[src/rtl/thread_cfg_pkg.sv]
// Operation
// Optional per-processor resource word, read-only
// Bit 31 media, bit 30 float capability
// Bits 27:20 count persistent instruction-state instances
// Bits 17:10 cop2, 7:0 fpu context counts
// Unused resource word bits read zero
// Control register held per virtual processor
// Yield intercept bit 21 raises scheduler exception
// Gating intercept bit 20 raises scheduler exception
// Bits 18:16 hold last thread exception subcode
// Bit 15 enable, set/cleared by instructions
// Enable clear stops thread scheduling
// After reset only context zero runs
// Clearing enable suspends all but clearing thread
// Software waits on hazard barrier after clearing
// Bits 7:0 select cross-thread move target
// Unused control bits read as zero
// Writes change only read-write control fields
package thread_cfg_pkg;
  localparam int unsigned MEDIA_BIT = 31;
  localparam int unsigned FLOAT_BIT = 30;
  localparam int unsigned INSTR_STATE_LSB = 20;
  localparam int unsigned COP2_LSB = 10;
  localparam int unsigned FPU_LSB = 0;
  localparam int unsigned YIELD_ICPT_BIT = 21;
  localparam int unsigned GATE_ICPT_BIT = 20;
  localparam int unsigned SUB_LSB = 16;
  localparam int unsigned SCHED_EN_BIT = 15;
  localparam int unsigned TARG_LSB = 0;
  localparam logic YIELD_ICPT_RESET = 1'h0;
  localparam logic GATE_ICPT_RESET = 1'h0;
  localparam logic SCHED_EN_RESET = 1'h0;
  localparam logic [7:0] TARG_RESET = 8'h00;
  localparam logic [2:0] SUB_RESET = 3'h0;
  localparam logic [7:0] RUN_CTX_RESET = 8'h00;
  localparam logic [31:0] CTRL_RW_MASK = 32'h003080FF;

  typedef enum logic [2:0] {
    EXC_UNDERFLOW = 3'h0,
    EXC_OVERFLOW = 3'h1,
    EXC_BAD_YIELD = 3'h2,
    EXC_GATING = 3'h3,
    EXC_YIELD_SCHED = 3'h4,
    EXC_GATING_SCHED = 3'h5
  } exc_sub_type;

  typedef struct packed {
    logic media;
    logic flt;
    logic [7:0] instr_state_count;
    logic [7:0] cop2_count;
    logic [7:0] fpu_count;
  } resource_cfg_type;

  typedef struct packed {
    logic wr;
    logic [31:0] data;
  } reg_write_type;

  // Thread events seen by this virtual processor
  typedef struct packed {
    logic exc_valid;
    logic [2:0] exc_code;
    logic yield_block;
    logic gating_block;
    logic trigger;
    logic enable_mt;
    logic disable_mt;
    logic [7:0] issuer;
  } thread_event_type;
endpackage

[src/rtl/resource_cfg_word.sv]
`timescale 1ns/100ps
module resource_cfg_word (
  input wire logic mclk_i,
  input wire logic arst_n_i,
  input thread_cfg_pkg::resource_cfg_type cfg_i,
  output logic [31:0] word_o
);
  logic [31:0] word;
  always_ff @(posedge mclk_i or negedge arst_n_i) begin
    if (!arst_n_i) begin
      word <= 32'h00000000;
    end else begin
      word <= 32'h00000000;
      word[thread_cfg_pkg::MEDIA_BIT] <= cfg_i.media;
      word[thread_cfg_pkg::FLOAT_BIT] <= cfg_i.flt;
      word[thread_cfg_pkg::INSTR_STATE_LSB +: 8] <=
          cfg_i.instr_state_count;
      word[thread_cfg_pkg::COP2_LSB +: 8] <= cfg_i.cop2_count;
      word[thread_cfg_pkg::FPU_LSB +: 8] <= cfg_i.fpu_count;
    end
  end
  assign word_o = word;
  AST_RESV_ZERO: assert property (@(posedge mclk_i) disable iff (!arst_n_i)
    (word[29:28] == 2'h0) && (word[19:18] == 2'h0) && (word[9:8] == 2'h0))
    else $error("reserved resource bits nonzero");
endmodule

[src/rtl/sched_exc_detect.sv]
`timescale 1ns/100ps
module sched_exc_detect (
  input wire logic mclk_i,
  input wire logic arst_n_i,
  input wire logic yield_icpt_i,
  input wire logic gate_icpt_i,
  input thread_cfg_pkg::thread_event_type ev_i,
  output logic exc_o,
  output logic [2:0] code_o
);
  logic y_hit;
  logic g_hit;
  assign y_hit = yield_icpt_i && ev_i.trigger && ev_i.yield_block;
  assign g_hit = gate_icpt_i && ev_i.trigger && ev_i.gating_block;
  always_ff @(posedge mclk_i or negedge arst_n_i) begin
    if (!arst_n_i) begin
      exc_o <= 1'b0;
      code_o <= thread_cfg_pkg::SUB_RESET;
    end else begin
      exc_o <= ev_i.exc_valid || y_hit || g_hit;
      if (ev_i.exc_valid) begin
        code_o <= ev_i.exc_code;
      end else if (y_hit) begin
        code_o <= thread_cfg_pkg::EXC_YIELD_SCHED;
      end else begin
        code_o <= thread_cfg_pkg::EXC_GATING_SCHED;
      end
    end
  end
  AST_YIELD_EXC: assert property (@(posedge mclk_i) disable iff (!arst_n_i)
    (y_hit && !ev_i.exc_valid) |=> exc_o && code_o == 3'h4)
    else $error("yield intercept missed");
  AST_GATE_EXC: assert property (@(posedge mclk_i) disable iff (!arst_n_i)
    (g_hit && !y_hit && !ev_i.exc_valid) |=> exc_o && code_o == 3'h5)
    else $error("gating intercept missed");
endmodule

[src/rtl/thread_config_control_regs.sv]
`timescale 1ns/100ps
module thread_config_control_regs (
  input wire logic mclk_i,
  input wire logic arst_n_i,
  input thread_cfg_pkg::resource_cfg_type cfg_i,
  input thread_cfg_pkg::reg_write_type ctrl_wr_i,
  input thread_cfg_pkg::thread_event_type ev_i,
  output logic [31:0] resource_word_o,
  output logic [31:0] ctrl_word_o,
  output logic multi_thread_o,
  output logic [7:0] run_ctx_o,
  output logic single_thread_o,
  output logic [7:0] target_ctx_o,
  output logic exc_o
);
  logic yield_icpt;
  logic gate_icpt;
  logic sched_en;
  logic [2:0] sub;
  logic [7:0] targ;
  logic [7:0] run_ctx;
  logic det_exc;
  logic [2:0] det_code;
  logic [31:0] ctrl;


  resource_cfg_word u_cfg (
    .mclk_i(mclk_i),
    .arst_n_i(arst_n_i),
    .cfg_i(cfg_i),
    .word_o(resource_word_o)
  );

  sched_exc_detect u_det (
    .mclk_i(mclk_i),
    .arst_n_i(arst_n_i),
    .yield_icpt_i(yield_icpt),
    .gate_icpt_i(gate_icpt),
    .ev_i(ev_i),
    .exc_o(det_exc),
    .code_o(det_code)
  );

  // One instance per virtual processor R06
  always_ff @(posedge mclk_i or negedge arst_n_i) begin
    if (!arst_n_i) begin
      yield_icpt <= thread_cfg_pkg::YIELD_ICPT_RESET;
      gate_icpt <= thread_cfg_pkg::GATE_ICPT_RESET;
      targ <= thread_cfg_pkg::TARG_RESET;
    end else if (ctrl_wr_i.wr) begin
      yield_icpt <= ctrl_wr_i.data[thread_cfg_pkg::YIELD_ICPT_BIT];
      gate_icpt <= ctrl_wr_i.data[thread_cfg_pkg::GATE_ICPT_BIT];
      targ <= ctrl_wr_i.data[thread_cfg_pkg::TARG_LSB +: 8];
    end
  end

  // Instructions win over a same-cycle register write
  always_ff @(posedge mclk_i or negedge arst_n_i) begin
    if (!arst_n_i) begin
      sched_en <= thread_cfg_pkg::SCHED_EN_RESET;
    end else if (ev_i.disable_mt) begin
      sched_en <= 1'b0;
    end else if (ev_i.enable_mt) begin
      sched_en <= 1'b1;
    end else if (ctrl_wr_i.wr) begin
      sched_en <= ctrl_wr_i.data[thread_cfg_pkg::SCHED_EN_BIT];
    end
  end

  // Subcode only moves on a dispatched exception
  always_ff @(posedge mclk_i or negedge arst_n_i) begin
    if (!arst_n_i) begin
      sub <= thread_cfg_pkg::SUB_RESET;
    end else if (det_exc) begin
      sub <= det_code;
    end
  end

  // Context kept running when scheduling is off
  always_ff @(posedge mclk_i or negedge arst_n_i) begin
    if (!arst_n_i) begin
      run_ctx <= thread_cfg_pkg::RUN_CTX_RESET;
    end else if (ev_i.disable_mt || (ctrl_wr_i.wr && sched_en &&
        !ctrl_wr_i.data[thread_cfg_pkg::SCHED_EN_BIT])) begin
      run_ctx <= ev_i.issuer;
    end
  end

  always_comb begin
    ctrl = 32'h00000000;
    ctrl[thread_cfg_pkg::YIELD_ICPT_BIT] = yield_icpt;
    ctrl[thread_cfg_pkg::GATE_ICPT_BIT] = gate_icpt;
    ctrl[thread_cfg_pkg::SUB_LSB +: 3] = sub;
    ctrl[thread_cfg_pkg::SCHED_EN_BIT] = sched_en;
    ctrl[thread_cfg_pkg::TARG_LSB +: 8] = targ;
  end

  always_ff @(posedge mclk_i or negedge arst_n_i) begin
    if (!arst_n_i) begin
      ctrl_word_o <= 32'h00000000;
      multi_thread_o <= 1'b0;
      single_thread_o <= 1'b1;
      run_ctx_o <= thread_cfg_pkg::RUN_CTX_RESET;
      target_ctx_o <= thread_cfg_pkg::TARG_RESET;
      exc_o <= 1'b0;
    end else begin
      ctrl_word_o <= ctrl;
      multi_thread_o <= sched_en;
      single_thread_o <= !sched_en;
      run_ctx_o <= run_ctx;
      target_ctx_o <= targ;
      exc_o <= det_exc;
    end
  end

  AST_EN_CLEAR: assert property (@(posedge mclk_i) disable iff (!arst_n_i)
    ev_i.disable_mt |=> !sched_en ##1 !multi_thread_o)
    else $error("disable did not clear enable");
  AST_EN_SET: assert property (@(posedge mclk_i) disable iff (!arst_n_i)
    (ev_i.enable_mt && !ev_i.disable_mt) |=> sched_en)
    else $error("enable did not set");
  AST_NO_SCHED: assert property (@(posedge mclk_i) disable iff (!arst_n_i)
    !sched_en |=> single_thread_o && !multi_thread_o)
    else $error("scheduling while disabled");
  AST_RESV_CTRL: assert property (@(posedge mclk_i) disable iff (!arst_n_i)
    (ctrl_word_o & ~thread_cfg_pkg::CTRL_RW_MASK & 32'hFFF8FFFF) == 0)
    else $error("reserved control bits nonzero");
  AST_SUB_HOLD: assert property (@(posedge mclk_i) disable iff (!arst_n_i)
    !det_exc |=> $stable(sub))
    else $error("subcode moved without exception");
  AST_TARGET: assert property (@(posedge mclk_i) disable iff (!arst_n_i)
    ctrl_wr_i.wr |=> ##1 target_ctx_o == $past(ctrl_wr_i.data[7:0], 2))
    else $error("target context not written");
  AST_SUSPEND: assert property (@(posedge mclk_i) disable iff (!arst_n_i)
    ev_i.disable_mt |=> ##1 run_ctx_o == $past(ev_i.issuer, 2))
    else $error("wrong surviving context");
endmodule

[config.mk]
export PLATFORM = sky130hd
export DESIGN_NAME = thread_config_control_regs
export DESIGN_NICKNAME = d
export VERILOG_FILES = /design/src/rtl/thread_cfg_pkg.sv /design/src/rtl/resource_cfg_word.sv /design/src/rtl/sched_exc_detect.sv /design/src/rtl/thread_config_control_regs.sv
export SDC_FILE = /design/constraint.sdc
export NUM_CORES = 1
export LEC_CHECK = 0
export ABC_AREA = 0
export BUFFER_PORTS_ARGS = -buffer_cell sky130_fd_sc_hd__buf_2
export CORE_MARGIN = 5
export CORE_UTILIZATION = 38
export CTS_CLUSTER_DIAMETER = 60
export DETAILED_ROUTE_END_ITERATION = 8
export PLACE_DENSITY = 0.77
export SYNTH_ARGS = -nofsm -noshare
export SYNTH_HDL_FRONTEND = slang
export SYNTH_SLANG_ARGS = --single-unit
[constraint.sdc]
create_clock -name mclk_i -period 1 [get_ports mclk_i]
set_input_delay 0.05 -clock mclk_i [delete_from_list [all_inputs] [get_ports mclk_i]]
set_output_delay 0.05 -clock mclk_i [all_outputs]
set_load 0.02 [all_outputs]
Word level (Yosys, flattened, before mapping)

Cells that the tools add are included.

Input bits: 78
Flip-flop bits (word level): 85
Output and inout bits: 83

Multiplexer cells: 5
Reductions and logical operators: 12

Operators with widths:

| cell                | number |
|---|---|
| $logic_and A1 B1 Y1 | 6 |
| $mux W1             | 4 |
| $logic_or A1 B1 Y1  | 3 |
| $mux W3             | 1 |
| $reduce_bool A3 Y1  | 1 |
| $logic_not A1 Y1    | 2 |

Longest topological paths before layout

Gate-level depths: netlist of run 1.

Depth after elaboration: 4
Gate-level depth with buffers: 4
Gate-level depth less buffers: 2

Modules after synthesis

From an unflattened synthesis of run 1, not the netlist that was laid out.

Cell total of the unflattened synthesis: 172
Area total of the unflattened synthesis: 2678.8 um2

Modules (own cells, without submodules):

| module                     | cells each | area an instance (um2) | times used |
|---|---|---|---|
| thread_config_control_regs | 129        | 1834.3                 | 1 |
| resource_cfg_word          | 33         | 699.4                  | 1 |
| sched_exc_detect           | 10         | 145.1                  | 1 |

Worst setup path before layout of run 1

OpenSTA, ideal clock, no wires.

Path kind: register to register
Start point: register sched_en
End point: register run_ctx[0]
Data required time: 920 ps
Clock period less this slack: 888 ps
Setup slack: 112 ps
Stages on the path, launching flop included: 4
Library setup time: 80 ps
Arrival time: 808 ps
Cells stage by stage: dfrtp_1 -> and3b_1 -> buf_6 -> o211ai_2

Word-level cells in the longest chain between the ends: 3

RTL lines:

| what                              | RTL line                         | RTL |
|---|---|---|
| start: declaration                | thread_config_control_regs.sv:18 | `logic sched_en;` |
| start signal: assignment          | thread_config_control_regs.sv:60 | `sched_en <= thread_cfg_pkg::SCHED_EN_RESET;` |
| start signal: assignment          | thread_config_control_regs.sv:66 | `sched_en <= ctrl_wr_i.data[thread_cfg_pkg::SCHED_EN_BIT];` |
| $logic_and A1 B1 Y1 (2 in series) | thread_config_control_regs.sv:83 | `end else if (ev_i.disable_mt \|\| (ctrl_wr_i.wr && sched_en &&` |
| $logic_or A1 B1 Y1                | thread_config_control_regs.sv:83 |  |
| end signal: assignment            | thread_config_control_regs.sv:82 | `run_ctx <= thread_cfg_pkg::RUN_CTX_RESET;` |
| end signal: assignment            | thread_config_control_regs.sv:85 | `run_ctx <= ev_i.issuer;` |
| end: declaration                  | thread_config_control_regs.sv:21 | `logic [7:0] run_ctx;` |

Every way passes these cells.
A chain may end at the register's enable or synchronous reset.

Worst setup path in the final report of run 1

Start point: register single_thread_o
End point: output single_thread_o

RTL lines:

| what                     | RTL line                          | RTL |
|---|---|---|
| start: declaration       | thread_config_control_regs.sv:12  | `output logic single_thread_o,` |
| start signal: assignment | thread_config_control_regs.sv:109 | `single_thread_o <= !sched_en;` |

No word-level cell between the ends.

==> results of run 1 <==
[repair_timing]
item                                   CTS  global route
hold buffers                            51             0
cloned                                   0             0
endpoints found under the hold margin  124             0
resized for setup                        3             0
setup endpoints to repair                9             1
[power groups by stage]
stage | registers, mW | clock network (mW) | logic (mW)
floorplan | 3.67 | 0 | 0.435
global placement | 3.47 | 0 | 0.918
detailed placement | 3.48 | 0 | 0.935
CTS | 3.42 | 3.07 | 1.10
global route | 3.45 | 3.21 | 1.17
finish | 3.42 | 2.99 | 1.08
[layout by cell type, fill, tap and decap left out, drive strengths merged, types with 2 or more instances in the layout]
cell type	instances
dfrtp	75
o211ai	8
nand4b	8
dlygate4sd3	51
clkbuf	9
nand2	8
bufinv	4
mux2	14
clkinv	2
conb	24
buf	118
nand2b	9
inv	2
[metal layers]
metal | up-vias | global-route usage (%) | part of all wire [%]
met4 | 0 | 4.69 | 1.2
met2 | 93 | 22.1 | 49
met5 | - | 0 | 0
met3 | 7 | 5.69 | 9.5
met1 | 849 | 15.8 | 40
li1 | 841 | - | -
[state kept, by name (all words and copies together), names as in the netlist]
signal / count
run_ctx_o: 8
gate_icpt: 1
sched_en: 1
u_det.code_o: 3
targ: 8
u_cfg.word_o: 26
sub: 3
single_thread_o: 1
ctrl_word_o: 7
yield_icpt: 1
run_ctx: 8
exc_o: 1
target_ctx_o: 7
u_det.exc_o: 1
[logic make-up (layout without fill, tap and decap cells)]
logic type	Yosys count	in the layout	synth area share [%]
AND/OR/NAND/NOR	28	28	6.59
multiplexers	15	15	6.41
buffers and inverters	40	186	11.2
AO/OA/AOI/OAI	11	11	4.54
other	1	24	0.140
flip-flops	76	76	71.1
[cell type report]
| cell class | count | area, sq um | share of cell area, % |
|---|---|---|---|
| sequential | 76 | 1900 | 47.6 |
| clock inverter | 6 | 138 | 3.45 |
| inverter | 2 | 7.51 | 0.188 |
| tap | 96 | 120 | 3.01 |
| timing repair buffer | 169 | 1140 | 28.6 |
| multi-input combinational | 78 | 561 | 14.0 |
| clock buffer | 9 | 124 | 3.10 |
[stage by stage]
step           instances  hold slack (ns)
2_1_floorplan        194           -0.246
4_1_cts              436           0.0313
6_report             436           0.0520
3_3_place_gp         370           0.0950
3_5_place_dp         370           0.0986
5_1_grt              436           0.0420
[how the worst max path moves through the flow]
stage,startpoint,to,slack [ns],depth (start not counted)
after floorplan,sched_en,run_ctx[0],0.11,3
final,single_thread_o,single_thread_o,-0.02,1
after detailed placement,sched_en,run_ctx[4],-0.06,2
after CTS,single_thread_o,single_thread_o,-0.05,1
after global placement,sched_en,run_ctx[2],-0.03,2
after global routing,single_thread_o,single_thread_o,-0.06,1
==> qor.txt, run 1 <==
Ys async rst share: 100%
First-pass GRT wire length: 8970 um
Worst vdd ir: 0.000676 V
Clock skew: 0.00264 ns
Core outline area: 6830 sq um
I/O Pins: 161
Buffers added on ports: 115
Reg2Reg Setup Slack: 0.07 ns
GRT Total Usage: 13.5%
Cell Rows: 30
Cts bufs inserted: 9
NumNets Final: 414
RSZ-0062 raised after global routing: true
GP Congestion: 0.676
Sw Ratio: 24.0%
Fillers: 571
WL per Instance: 13.4 um
Worst r2r src: sched_en
R2R depth: 2
TritonRoute pass-1 iters: 3
Grt ovf: 0
CTS tree: built
Synth top cells by count: dfrtp_1 (75), buf_4 (34), mux2_2 (13)
Die height: 93.9 um
H-Tree Level Count: 3
Req. time, crit path: 0.95 ns
Die Wd: 93.9 um
Post-synthesis sequential area ratio: 71.1%
Critical path's largest stage delay: 0.53 ns
Final Hold Fails: 0
Status: finished with violations
CP max-delay cell: dfstp_2
Worst Hold Depth: 3
Max Root-Sink Buffers: 2
Syn avg cell area: 15.6 sq um
Worst Hold Class: input pin to register
Root buffer cell: clkbuf_8
Worst hold path startpoint: ev_i[12]
Share of cells above drive strength 1: 46.2%
Synthesis Warnings: 0
Post-synth top area cell: dfrtp_1
Setup Crit Path Kind: register to output pin
Number of global-route vias before repair: 1821
Initial antenna violation count: 0
Cell count after synthesis: 171
DP Area: 3220 sq um
Latest clock arrival within the worst-skew pair: 0.33 ns
Final setup fails: 1
Die ar.: 8820 sq um
Total setup buffers inserted after CTS: 0
Ranking of synthesized cells by area: dfrtp_1 (70%), buf_4 (9.5%), mux2_2 (5.5%)
DRT antenna net count: 0
Clock Power Share: 39.9%
Count leader, synth: dfrtp_1
Synth Flop Type: dfrtp_1
Clock tree sinks: 76
Critical Path Sink Type: output pin
Leakage: 1.98 nW
DP Worst Slack: -0.0555 ns
Crit-path leading delay family: flip-flops
DR DRC count: 0
Buf/Inv on CP: 1
Combinational power share: 14.5%
Post-Route WL: 5860 um
# diodes: 0
Max FO, Critical Path: 1
Crit Reg-Reg Endpoint: run_ctx[4]
Worst Hold Path EP: u_det.code_o[0]
WP data arrival: 0.97 ns
Initial Util: 39.2%
Net Switching: 1.80 mW
Pwr/cell area: 1870 nW/um^2
Crit start category: register
Max Fclk: 0.981 GHz
Seq pwr share: 45.7%
Final Critical Period: 1.02 ns
Netlist cell types: 21
Failing checks: negative setup slack
Vias: 1790
Total power: 7.49 mW
Post-Syn Area: 2680 sq um
Syn-to-layout area delta: 49.3%
Final Core Density: 58.5%
Max Cap Viol: 0
Worst setup margin: -0.0192 ns
TNS Setup: -0.0192 ns
Final instance area: 4000 sq um
Synth Register Bits: 76
Post-synth EDFFs: 0
Clock transition at the registers of the reported paths: 0.07 ns
Largest net degree at the start of global routing: 77
Dpl hpwl: 3840 um
Iter 0 DRT Violations: 34
Crit-path cells: buf_6
Post-synth top area share: 70.2%
Final period utilization: 102%
Via-to-Cell Ratio: 4.11
Fin. max-slew vios: 0
Internal power: 5.70 mW
Note: power is estimated with default switching activity, not from simulation.
==> run 2: changes to the inputs <==
CORE_UTILIZATION = 40   (was 38)
CTS_BUF_LIST = sky130_fd_sc_hd__clkbuf_4   (was default)
PLACE_DENSITY = 0.8   (was 0.77)
SYNTH_HIERARCHICAL = 1   (was default)
==> run 2 against run 1 <==
The flow still finishes with violations (negative setup slack). Largest cell class unchanged. Via count up 3.5%. First-iteration DRC count up 68%. Highest routed layer unchanged. Critical path type unchanged. Utilization up 8.7 points. Critical endpoint unchanged.
==> qor.txt, run 2 <==
Critical Path Sink Type: output pin
Most frequent cells in the layout: dfrtp_1 (75), buf_6 (59), buf_2 (55)
Grt ovf: 0
Core outline area: 6420 sq um
Internal power: 5.28 mW
Crit-path cells: buf_6
Syn-to-layout area delta: 61.1%
Fin. max-slew vios: 0
Worst Hold Class: input pin to register
Final Hold Fails: 0
Min Hold Slack: 0.101 ns
Max Root-Sink Buffers: 2
DRT antenna net count: 0
Setup Crit Path Kind: register to output pin
Worst r2r src: sched_en
Syn avg cell area: 15.6 sq um
Cell count after synthesis: 172
Max Fclk: 0.907 GHz
WL per Instance: 16.5 um
Number of global-route vias before repair: 2082
Die Wd: 91.8 um
Final Core Density: 67.2%
Status: finished with violations
Largest register FFs: 26
Fillers: 440
Total setup buffers inserted after CTS: 0
Crit start category: register
Largest net degree at the start of global routing: 31
Synthesis Warnings: 6
Post-synthesis sequential area ratio: 71.0%
Buf/Inv on CP: 1
Buffers added on ports: 115
DR DRC count: 0
CP max-delay cell: dfstp_2
R2R depth: 2
Final setup fails: 23
Vias: 1852
Final Critical Period: 1.10 ns
WP data arrival: 1.05 ns
Combinational power share: 18.9%
Iter 0 DRT Violations: 57
H-Tree Level Count: 3
Die ar.: 8430 sq um
Net Switching: 1.82 mW
GRT Total Usage: 16.8%
Synth Register Bits: 76
CTS tree: built
First-pass GRT wire length: 10800 um
Worst Hold Depth: 4
Die height: 91.8 um
Leakage: 2.10 nW
Failing checks: negative setup slack
GP Congestion: 0.708
Post-synth EDFFs: 0
Clock skew: 0.0146 ns
Synth top cells by count: dfrtp_1 (75), buf_4 (34), mux2_2 (13)
Clock Power Share: 32.1%
I/O Pins: 161
NumNets Final: 421
Req. time, crit path: 0.95 ns
Dpl hpwl: 4150 um
Count leader, synth: dfrtp_1
Clock transition at the registers of the reported paths: 0.12 ns
Sw Ratio: 25.7%
Ranking of synthesized cells by area: dfrtp_1 (70%), buf_4 (9.5%), mux2_2 (5.5%)
Max Cap Viol: 0
Synth Flop Type: dfrtp_1
Worst setup margin: -0.103 ns
RSZ-0062 raised after global routing: true
Max FO, Critical Path: 1
Cts bufs inserted: 9
Post-Syn Area: 2680 sq um
Reg2Reg Setup Slack: 0.05 ns
Seq pwr share: 48.9%
Post-Route WL: 7010 um
Ys async rst share: 100%
Initial Util: 41.7%
Via-to-Cell Ratio: 4.36
TritonRoute pass-1 iters: 4
Netlist cell types: 21
Worst hold path startpoint: ctrl_wr_i[15]
Share of cells above drive strength 1: 46.0%
Post-synth top area cell: dfrtp_1
Worst Hold Path EP: sched_en
# diodes: 0
Commonest non-fill, non-tap cell in the layout: dfrtp_1
Crit Reg-Reg Endpoint: run_ctx[7]
Worst vdd ir: 0.000714 V
Crit-path leading delay family: flip-flops
Final period utilization: 110%
Clock tree sinks: 76
Initial antenna violation count: 0
Cell Rows: 29
Post-synth top area share: 70.1%
Pwr/cell area: 1650 nW/um^2
Root buffer cell: clkbuf_4
Critical path's largest stage delay: 0.55 ns
Latest clock arrival within the worst-skew pair: 0.41 ns
-- run 2: changes by cell type after synthesis, sizes merged --
cell  delta
conb     +1
-- run 2: worst max path at each step --
| stage | slack [ns] | start | endpoint | cells after the start |
|---|---|---|---|---|
| floorplan | 0.11 | sched_en | run_ctx[0] | 3 |
| global placement | -0.02 | sched_en | run_ctx[0] | 2 |
| detailed placement | -0.05 | sched_en | run_ctx[6] | 2 |
| CTS | -0.15 | single_thread_o | single_thread_o | 1 |
| global route | -0.17 | single_thread_o | single_thread_o | 1 |
| finish | -0.10 | single_thread_o | single_thread_o | 1 |
-- run 2: layout make-up --
cell class / instances / area, sq um / share of cell area [%]
flip-flops and latches: 76 / 1900 / 44.1
repair buffers: 176 / 1570 / 36.3
multi-input cells: 78 / 561 / 13.0
clock inverters: 7 / 115 / 2.67
well taps: 77 / 96.3 / 2.23
clock buffers: 9 / 67.6 / 1.57
inverters: 2 / 7.51 / 0.174
-- run 2: cells by family after synthesis --
group           synth area share, %
simple gates                   6.59
mux                            6.40
buf+inv                        11.2
flops                          71.0
other cells                   0.280
compound gates                 4.53
-- run 2: worst register-to-register path, stage by stage, from the launching register on --
cell,delay [ns]
dfrtp_1,0.39
and3b_2,0.29
o211ai_2,0.19
-- run 2: power by group through the flow --
stage               registers (mW)  logic [mW]  clock network, mW
global placement              3.47       0.926                  0
CTS                           3.47        1.33               2.38
finish                        3.48        1.35               2.28
detailed placement            3.48       0.944                  0
floorplan                     3.67       0.433                  0
global route                  3.51        1.42               2.50
-- run 2: per-layer routing --
layer  vias to the layer above  track usage, %  wire length (um)
met4                         0            7.18               132
met2                        92            31.3              3870
li1                        856               -                 -
met1                       895            17.2              2500
met3                         9            5.16               508
met5                         -               0                 0
-- run 2: per-stage QoR --
stage	area, sq um	cells	setup TNS [ns]	worst slack, ns	power, mW
floorplan	2760	194	0	0.112	4.10
global placement	3220	355	-0.188	-0.0246	4.40
detailed placement	3220	355	-0.390	-0.0546	4.43
CTS	4320	425	-1.94	-0.147	7.18
global route	4320	425	-3.47	-0.168	7.43
finish	4320	425	-0.385	-0.103	7.11
-- run 2: repair_timing --
action	in CTS	in global routing
hold buffers	54	0
hold endpoints to repair	125	0
resized for setup	119	0
setup endpoints to repair	67	64
pin swaps	0	2
